[src/inc/fprm_pkg.sv]
// fprm_pkg: constants and types for the flash power and reset mode block.
// assumes a 100 MHz core clock; no import, every use is fprm_pkg::name.
package fprm_pkg;
  localparam int CLK_MHZ = 100;
  localparam int PWR_VALID_US = 60;
  localparam int APS_DELAY_US = 5;
  localparam int PWR_VALID_CYC = PWR_VALID_US * CLK_MHZ;
  localparam int APS_DELAY_CYC = APS_DELAY_US * CLK_MHZ;
  localparam int CNT_W = 16;
  localparam logic [7:0] STATUS_RESET = 8'h80;
  localparam logic [7:0] CMD_READ_ARRAY = 8'hFF;
  localparam logic [7:0] CMD_PROGRAM = 8'h40;
  localparam logic [7:0] CMD_ERASE = 8'h20;
  localparam logic [7:0] CMD_CONFIRM = 8'hD0;
  localparam logic CFG_ASYNC_PAGE = 1'b0;

  typedef enum logic [2:0] {
    FPRM_RESET = 3'b000,
    FPRM_WAKE = 3'b001,
    FPRM_ACTIVE = 3'b011,
    FPRM_APS = 3'b010,
    FPRM_STANDBY = 3'b110
  } fprm_mode_type;

  typedef enum logic [1:0] {
    FPRM_CI_READ = 2'b00,
    FPRM_CI_SETUP_PGM = 2'b01,
    FPRM_CI_SETUP_ERS = 2'b11,
    FPRM_CI_STATUS = 2'b10
  } fprm_ci_type;
endpackage : fprm_pkg

[src/inc/fprm_cmd_if.sv]
// fprm_cmd_if: strobe and command-interface signals between the mode
// controller and the command interface; assumes one clock domain.
`timescale 1ns/1ps
interface fprm_cmd_if;
  logic write_stb;
  logic [7:0] write_data;
  logic enable;
  logic wsm_done;
  logic start_op;
  logic op_busy;
  logic read_array;
  logic [7:0] status;
  modport ctl (output write_stb, output write_data, output enable,
    output wsm_done, input start_op, input op_busy, input read_array,
    input status);
  modport ci (input write_stb, input write_data, input enable,
    input wsm_done, output start_op, output op_busy, output read_array,
    output status);
endinterface : fprm_cmd_if

[src/verilog/fprm_top.sv]
// fprm_top: power-mode and reset controller for a parallel flash port.
// assumes async active-low pins from a host, sampled on a 100 MHz clock.
//
// Function
// - no ready until 60 us after power
// - auto power saving 5 us after idle
// - selected and out of reset means active
// - deselect in read gives standby, outputs off
// - deselect never stops program or erase
// - command write needs write strobe and select
// - contents change only after two-step sequence
// - reset pin low disables, ignores inputs
// - command state kept across select, supply, engine
// - command interface defaults to read array
// - reset mode disables circuits, outputs off
// - reset exit: status 80h, async page
// - reset aborts program or erase
`timescale 1ns/1ps
module fprm_top #(
  parameter int PWR_CYC = fprm_pkg::PWR_VALID_CYC,
  parameter int APS_CYC = fprm_pkg::APS_DELAY_CYC
) (
  input wire logic CLK,
  input wire logic RST_N,
  input wire logic RESET_PIN_N,
  input wire logic SELECT_N,
  input wire logic OUT_EN_N,
  input wire logic WRITE_N,
  input wire logic [7:0] DATA_IN,
  input wire logic ADDR_ACTIVITY,
  input wire logic SENSE_BUSY,
  input wire logic WSM_DONE,
  output logic [2:0] MODE,
  output logic READY,
  output logic DATA_OE_N,
  output logic WSM_START,
  output logic WSM_ABORT,
  output logic READ_ARRAY,
  output logic [7:0] STATUS,
  output logic CFG_SYNC
);
  typedef struct packed {
    logic [2:0] rst_s;
    logic [2:0] sel_s;
    logic [2:0] oe_s;
    logic [2:0] we_s;
    logic [2:0] adr_s;
    logic rst_q;
    logic sel_q;
    logic oe_q;
    logic we_q;
    logic adr_q;
    fprm_pkg::fprm_mode_type mode;
    logic [fprm_pkg::CNT_W-1:0] pwr_cnt;
    logic [fprm_pkg::CNT_W-1:0] aps_cnt;
    logic pwr_ok;
    logic ready;
    logic data_oe_n;
    logic stb;
    logic abort;
    logic start;
    logic rd_arr;
    logic [7:0] status;
  } fprm_state_type;

  fprm_state_type s_reg;
  fprm_state_type s_next;
  fprm_cmd_if cif ();

  localparam logic [fprm_pkg::CNT_W-1:0] PWR_LIM =
    fprm_pkg::CNT_W'(PWR_CYC);
  localparam logic [fprm_pkg::CNT_W-1:0] APS_LIM =
    fprm_pkg::CNT_W'(APS_CYC);

  // agreement of second and third stage counts as a change
  function automatic logic settle(input logic [2:0] sync, input logic old);
    settle = (sync[1] == sync[2]) ? sync[2] : old;
  endfunction : settle

  fprm_cmd u_cmd (
    .clk(CLK),
    .rst_n(RST_N),
    .cif(cif)
  );

  // write strobe and engine feedback toward command interface
  assign cif.write_stb = s_reg.stb;
  assign cif.write_data = DATA_IN;
  assign cif.enable = s_reg.rst_q;
  assign cif.wsm_done = WSM_DONE;

  // next state of synchronisers, mode and counters
  always_comb begin
    s_next = s_reg;
    s_next.rst_s = {s_reg.rst_s[1:0], RESET_PIN_N};
    s_next.sel_s = {s_reg.sel_s[1:0], SELECT_N};
    s_next.oe_s = {s_reg.oe_s[1:0], OUT_EN_N};
    s_next.we_s = {s_reg.we_s[1:0], WRITE_N};
    s_next.adr_s = {s_reg.adr_s[1:0], ADDR_ACTIVITY};
    s_next.rst_q = settle(s_reg.rst_s, s_reg.rst_q);
    s_next.sel_q = settle(s_reg.sel_s, s_reg.sel_q);
    s_next.oe_q = settle(s_reg.oe_s, s_reg.oe_q);
    s_next.we_q = settle(s_reg.we_s, s_reg.we_q);
    s_next.adr_q = settle(s_reg.adr_s, s_reg.adr_q);
    s_next.stb = 1'b0;
    s_next.abort = 1'b0;
    s_next.start = cif.start_op;
    s_next.rd_arr = cif.read_array;
    s_next.status = cif.status;
    // power-valid timer runs once from core reset release
    if (!s_reg.pwr_ok) begin
      if (s_reg.pwr_cnt >= PWR_LIM - 1'b1)
        s_next.pwr_ok = 1'b1;
      else
        s_next.pwr_cnt = s_reg.pwr_cnt + 1'b1;
    end
    if (!s_reg.rst_q) begin
      s_next.mode = fprm_pkg::FPRM_RESET;
      s_next.abort = cif.op_busy;
      s_next.aps_cnt = '0;
    end else begin
      // write taken on falling edge of qualified write strobe
      if (!s_reg.sel_q && !s_reg.we_q && s_reg.we_s[2] == 1'b0 &&
          s_reg.mode != fprm_pkg::FPRM_WAKE && !s_next.we_q &&
          s_reg.we_q != s_reg.stb) begin
        s_next.stb = 1'b0;
      end
      s_next.stb = !s_reg.sel_q && s_reg.we_q && !s_next.we_q &&
        s_reg.mode != fprm_pkg::FPRM_WAKE;
      case (s_reg.mode)
        fprm_pkg::FPRM_RESET: begin
          s_next.mode = fprm_pkg::FPRM_WAKE;
        end
        fprm_pkg::FPRM_WAKE: begin
          if (s_reg.pwr_ok)
            s_next.mode = fprm_pkg::FPRM_STANDBY;
        end
        fprm_pkg::FPRM_ACTIVE, fprm_pkg::FPRM_APS: begin
          if (s_reg.sel_q && !cif.op_busy) begin
            s_next.mode = fprm_pkg::FPRM_STANDBY;
          end else if (s_reg.sel_q) begin
            s_next.mode = fprm_pkg::FPRM_ACTIVE;
          end else if (SENSE_BUSY || s_reg.adr_q || !s_reg.we_q) begin
            s_next.mode = fprm_pkg::FPRM_ACTIVE;
            s_next.aps_cnt = '0;
          end else if (s_reg.aps_cnt >= APS_LIM - 1'b1) begin
            s_next.mode = fprm_pkg::FPRM_APS;
          end else begin
            s_next.aps_cnt = s_reg.aps_cnt + 1'b1;
          end
        end
        fprm_pkg::FPRM_STANDBY: begin
          if (!s_reg.sel_q) begin
            s_next.mode = fprm_pkg::FPRM_ACTIVE;
            s_next.aps_cnt = '0;
          end
        end
        default: s_next.mode = fprm_pkg::FPRM_RESET;
      endcase
    end
    s_next.ready = s_next.pwr_ok && s_next.rst_q &&
      s_next.mode != fprm_pkg::FPRM_WAKE &&
      s_next.mode != fprm_pkg::FPRM_RESET;
    // data drivers only when selected, read enabled, not in reset
    s_next.data_oe_n = !(s_next.rst_q && !s_next.sel_q && !s_next.oe_q &&
      s_next.we_q && (s_next.mode == fprm_pkg::FPRM_ACTIVE ||
      s_next.mode == fprm_pkg::FPRM_APS));
  end

  // single state register, reset pin assumed low and other pins inactive at reset
  always_ff @(posedge CLK or negedge RST_N) begin
    if (!RST_N) begin
      s_reg <= '{rst_s: 3'h0, sel_s: 3'h7, oe_s: 3'h7, we_s: 3'h7,
        adr_s: 3'h0, rst_q: 1'b0, sel_q: 1'b1, oe_q: 1'b1, we_q: 1'b1,
        adr_q: 1'b0, mode: fprm_pkg::FPRM_RESET, pwr_cnt: '0,
        aps_cnt: '0, pwr_ok: 1'b0, ready: 1'b0, data_oe_n: 1'b1,
        stb: 1'b0, abort: 1'b0, start: 1'b0, rd_arr: 1'b1,
        status: fprm_pkg::STATUS_RESET};
    end else begin
      s_reg <= s_next;
    end
  end

  // outputs straight from the state register, CFG_SYNC a constant
  assign MODE = s_reg.mode;
  assign READY = s_reg.ready;
  assign DATA_OE_N = s_reg.data_oe_n;
  assign WSM_START = s_reg.start;
  assign WSM_ABORT = s_reg.abort;
  assign READ_ARRAY = s_reg.rd_arr;
  assign STATUS = s_reg.status;
  assign CFG_SYNC = fprm_pkg::CFG_ASYNC_PAGE;
endmodule : fprm_top

[src/verilog/fprm_cmd.sv]
// fprm_cmd: command interface latch with two-step program/erase sequence.
// assumes strobes already qualified and synchronised by the controller.
`timescale 1ns/1ps
module fprm_cmd (
  input wire logic clk,
  input wire logic rst_n,
  fprm_cmd_if.ci cif
);
  typedef struct packed {
    fprm_pkg::fprm_ci_type ci;
    logic busy;
    logic start;
    logic [7:0] status;
  } fprm_ci_state_type;

  fprm_ci_state_type s_reg;
  fprm_ci_state_type s_next;

  // decode next command state; written strobes, engine done and enable low change it
  always_comb begin
    s_next = s_reg;
    s_next.start = 1'b0;
    if (!cif.enable) begin
      s_next.ci = fprm_pkg::FPRM_CI_READ;
      s_next.busy = 1'b0;
      s_next.status = fprm_pkg::STATUS_RESET;
    end else begin
      if (cif.wsm_done && s_reg.busy) begin
        s_next.busy = 1'b0;
        s_next.status = fprm_pkg::STATUS_RESET; // stays in status
      end
      if (cif.write_stb) begin
        case (s_reg.ci)
          fprm_pkg::FPRM_CI_SETUP_PGM, fprm_pkg::FPRM_CI_SETUP_ERS: begin
            // second step must confirm or the sequence is dropped
            if (cif.write_data == fprm_pkg::CMD_CONFIRM && !s_reg.busy) begin
              s_next.start = 1'b1;
              s_next.busy = 1'b1;
              s_next.status = 8'h00;
            end
            s_next.ci = fprm_pkg::FPRM_CI_STATUS;
          end
          default: begin
            if (cif.write_data == fprm_pkg::CMD_PROGRAM)
              s_next.ci = fprm_pkg::FPRM_CI_SETUP_PGM;
            else if (cif.write_data == fprm_pkg::CMD_ERASE)
              s_next.ci = fprm_pkg::FPRM_CI_SETUP_ERS;
            else if (cif.write_data == fprm_pkg::CMD_READ_ARRAY)
              s_next.ci = fprm_pkg::FPRM_CI_READ;
            else
              s_next.ci = s_reg.ci;
          end
        endcase
      end
    end
  end

  // state register; held otherwise across select and supply changes
  always_ff @(posedge clk or negedge rst_n) begin
    if (!rst_n) begin
      s_reg <= '{ci: fprm_pkg::FPRM_CI_READ, busy: 1'b0, start: 1'b0,
        status: fprm_pkg::STATUS_RESET};
    end else begin
      s_reg <= s_next;
    end
  end

  assign cif.start_op = s_reg.start;
  assign cif.op_busy = s_reg.busy;
  assign cif.read_array = (s_reg.ci == fprm_pkg::FPRM_CI_READ);
  assign cif.status = s_reg.status;
endmodule : fprm_cmd

[config.mk]
export PLATFORM = sky130hd
export DESIGN_NAME = fprm_top
export DESIGN_NICKNAME = d
export VERILOG_FILES = /design/src/inc/fprm_pkg.sv /design/src/inc/fprm_cmd_if.sv /design/src/verilog/fprm_top.sv /design/src/verilog/fprm_cmd.sv
export SDC_FILE = /design/constraint.sdc
export NUM_CORES = 1
export LEC_CHECK = 0
export BUFFER_PORTS_ARGS = -buffer_cell sky130_fd_sc_hd__buf_2
export CAP_MARGIN = 20
export CORE_ASPECT_RATIO = 1.4
export CORE_MARGIN = 5
export CORE_UTILIZATION = 55
export CTS_BUF_LIST = sky130_fd_sc_hd__clkbuf_16
export DETAILED_ROUTE_END_ITERATION = 10
export GPL_ROUTABILITY_DRIVEN = 0
export HOLD_SLACK_MARGIN = 0.03
export PLACE_DENSITY = 0.85
export SLEW_MARGIN = 20
export SYNTH_ARGS = -nofsm -noshare
export SYNTH_HDL_FRONTEND = slang
export SYNTH_SLANG_ARGS = --single-unit
[constraint.sdc]
create_clock -name CLK -period 2.08 [get_ports CLK]
set_input_delay 0.104 -clock CLK [delete_from_list [all_inputs] [get_ports CLK]]
set_output_delay 0.104 -clock CLK [all_outputs]
set_load 0.005 [all_outputs]
==> summary.md <==
| Metric | Value |
|---|---|
| Logic pwr share | 4.3% |
| Static leakage | 1.78 nW |
| Slew HR | 65.7% |
| Vias | 2252 |
| Main synth FF type | dfrtp_1 |
| Die width | 76.9 um |
| Drt drc | 0 |
| Largest fanout on the critical path | 4 |
| Clock Skews | 6.47 ps |
| GRT overflow | 0 |
| Initial antenna violation count | 0 |
| Syn. warnings | 0 |
| Ys async rst share | 100% |
| Setup TNS | 0 ps |
| TritonCTS Sinks | 82 |
| Fin. Hold Viols | 0 |
| Total power density per cell area | 839 nW/um2 |
| Peak Freq | 502 MHz |
| Family with the most delay on the worst path | simple AND/OR/NAND/NOR gates |
| Number of top-level pins | 34 |
| Worst hold path type | primary input to register |
| Distinct cells, synth | 54 |
| Critical Path RT | 2340 ps |
| Synth top area cells | dfrtp_1, dfstp_2, buf_4, nand2_1, xor2_1 |
| Arr. time, crit path | 2250 ps |
| Core Footprint | 6170 um2 |
| Num CTS Buffers | 9 |
| Setup crit end kind | register |
| Synthesis-stage register bit count | 82 |
| First-pass GRT wire length | 11200 um |
| Share of the synthesized area in the top cell type | 47.9% |
| Reg power frac | 49.8% |
| Area grow syn2layout | 15.2% |
| Die Span Y | 104 um |
| Final setup vio count | 0 |
| Mapped Area | 3440 um2 |
| Max reg flops | 42 |
| Sequential share of the synthesized area | 60.2% |
| Filler Cell Count | 419 |
| Max VDD drop | 0.716 mV |
| Sw Pwr | 0.000790 W |
| Initial drt markers | 155 |
| Worst-margin pin slew | 515 ps |
| Area leader, netlist | dfrtp_1 |
| Longest Clk Path Bufs | 2 |
| Worst path bufs/invs | 0 |
| Net Count, Synth | 306 |
| CTS tree | built |
| Pre-antenna DRT Iters | 4 |
| Number of global-route vias before repair | 2414 |
| Rows | 34 |
| Total die area | 7970 um2 |
| Clock Latency Late Sink | 330 ps |
| Unrepaired setup endpoints after global routing | false |
| CTS clk-pin slew, worst paths | 70 ps |
| CP Cell Sequence | ha_2 > o311ai_4 > nor3_4 > or3_4 > or3_1 > a21oi_2 |
| Layout cells sized above 1 | 27.9% |
| Tot GR Track Use | 17.4% |
| Cells after synthesis | 287 |
| Number of flops mapped to enable cells by yosys | 0 |
| Final wirelength | 6330 um |
| Power share of the clock group | 45.9% |
| N_diodes | 0 |
| Switching fraction of total power | 23.7% |
| Min Tclk post-route | 1990 ps |
| Final Util | 64.3% |
| Post-DR wirelength/cell | 15.9 um |
| Internal power | 0.00254 W |
| Syn_area_per_cell | 12.0 um2 |
| Final HPWL DP | 4180 um |
| Post-DR vias/cell | 5.66 |
| Post-layout nets | 340 |
| Startpoint Class | register |
| Slew Limit Fails | 0 |
| Period utilisation layout | 95.8% |
| Post-DRT Antenna Nets | 0 |
| CP Class | register to register |
| Root buf cell | clkbuf_16 |
| Port-buffer cells | 32 |
| H-tree levels | 3 |
| Non-Filler Instances | 398 |
| Cell Count Post-Placement | 375 |
| Pin count of the biggest net entering global routing | 43 |
| Slowest stage delay, CP | 420 ps |
| Outcome | finished, final reports clean |
| Max-Cap Viols | 0 |
| Initial Utilization | 55.8% |
| Critical path's slowest cell | dfrtp_1 |
## cell usage after synthesis (2+ instances only)
| cell type | count |
|---|---|
| dfrtp_1 | 66 |
| nand2_1 | 22 |
| nor2_1 | 17 |
| dfstp_2 | 16 |
| nand3_1 | 13 |
| buf_4 | 12 |
| a21oi_1 | 9 |
| inv_1 | 9 |
| xor2_1 | 9 |
| and2_1 | 8 |
| o21ai_0 | 8 |
| nor3_1 | 7 |
| o32ai_1 | 6 |
| a31oi_1 | 5 |
| and3_1 | 5 |
| clkbuf_1 | 5 |
| maj3_1 | 5 |
| nor4_1 | 5 |
| buf_6 | 4 |
| nor2b_1 | 4 |
| xnor2_1 | 4 |
| a21oi_2 | 3 |
| a41oi_1 | 3 |
| and4_1 | 3 |
| nand3b_1 | 3 |
| a21boi_0 | 2 |
| ha_1 | 2 |
| mux2i_1 | 2 |
| nand2b_1 | 2 |
| or2_2 | 2 |
| or3_1 | 2 |
| or4_1 | 2 |
## worst register-to-register path, stage by stage, from the launching register on
cell and delay, ps:
dfrtp_1 420, ha_2 230, o311ai_4 320, nor3_4 90, or3_4 360, or3_1 370
a21oi_2 140
## cell usage in the layout, fill, tap and decap left out, types with 4 or more instances in the layout
cell            n
nor4_1          5
and3_1          5
dlygate4sd3_1   6
o32ai_1         6
buf_4           8
nor3_1          6
dfstp_2        16
xor2_1          9
a31oi_1         5
and2_1          8
inv_1           9
o21ai_0         8
nand2_1        22
xnor2_1         4
nand3_1        13
dfrtp_1        66
nor2b_1         4
nor2_1         17
maj3_1          5
a21oi_2         4
clkbuf_16       9
buf_2          31
a21oi_1         8
## power by group through the flow
stage	clock network [W]	registers, W	logic (W)
3_3_place_gp	0	0.00168	0.000131
4_1_cts	0.00156	0.00166	0.000144
2_1_floorplan	0	0.00168	0.0000697
5_1_grt	0.00163	0.00166	0.000161
3_5_place_dp	0	0.00169	0.000133
6_report	0.00153	0.00166	0.000143
## worst paths after layout
kind,from,end,slack (ps),cells after the start
min in group asynchronous,RST_N,STATUS[2],300,2
setup / recovery,s_reg[15],s_reg[23],90,6
hold reg to reg,u_cmd.cif.start_op,WSM_START,360,0
hold / removal,WSM_DONE,u_cmd.cif.status[7],110,3
max in group asynchronous,RST_N,s_next[59],1130,3
setup reg to reg,s_reg[15],s_reg[23],90,6
## through the flow
step / setup WS, ps / power [W] / cell area (um2) / hold WS [ps]
finish: 87.4 / 0.00333 / 3970 / 112
floorplan: 191 / 0.00175 / 3440 / -192
global placement: 135 / 0.00182 / 3590 / 110
detailed placement: 105 / 0.00182 / 3590 / 115
CTS: 83.2 / 0.00336 / 3950 / 104
global route: 11.6 / 0.00345 / 3970 / 123
## cells by family after synthesis
family | after synthesis | synth area share (%)
flops | 82 | 60.2
mux | 3 | 0.908
fa+ha+maj | 7 | 2.18
simple gates | 103 | 17.0
other cells | 1 | 0.109
xor+xnor | 13 | 3.31
compound gates | 46 | 10.4
buf+inv | 32 | 5.99
## timing repair
action                                  in CTS  in global routing
endpoints found under the hold margin       36                  0
endpoints found under the setup margin       0                 14
resized for setup                            0                  4
hold buffers                                 6                  0
setup buffers                                0                  1
## layout make-up
type,instances,area (um2),area share [%]
flip-flops and latches,82,2070,52.2
multi-input cells,173,1180,29.7
repair buffers,46,295,7.44
clock buffers,9,225,5.68
well taps,72,90.1,2.27
clock inverters,7,72.6,1.83
inverters,9,33.8,0.851
## routing by layer
layer | global-route usage, % | share of wire [%] | vias up
met2 | 29.6 | 55 | 44
met4 | 8.88 | 1.8 | 0
li1 | - | - | 1069
met1 | 20.1 | 40 | 1127
met5 | 0 | 0 | -
met3 | 3.91 | 2.9 | 12
No activity file was read; power rests on OpenSTA's default activity.
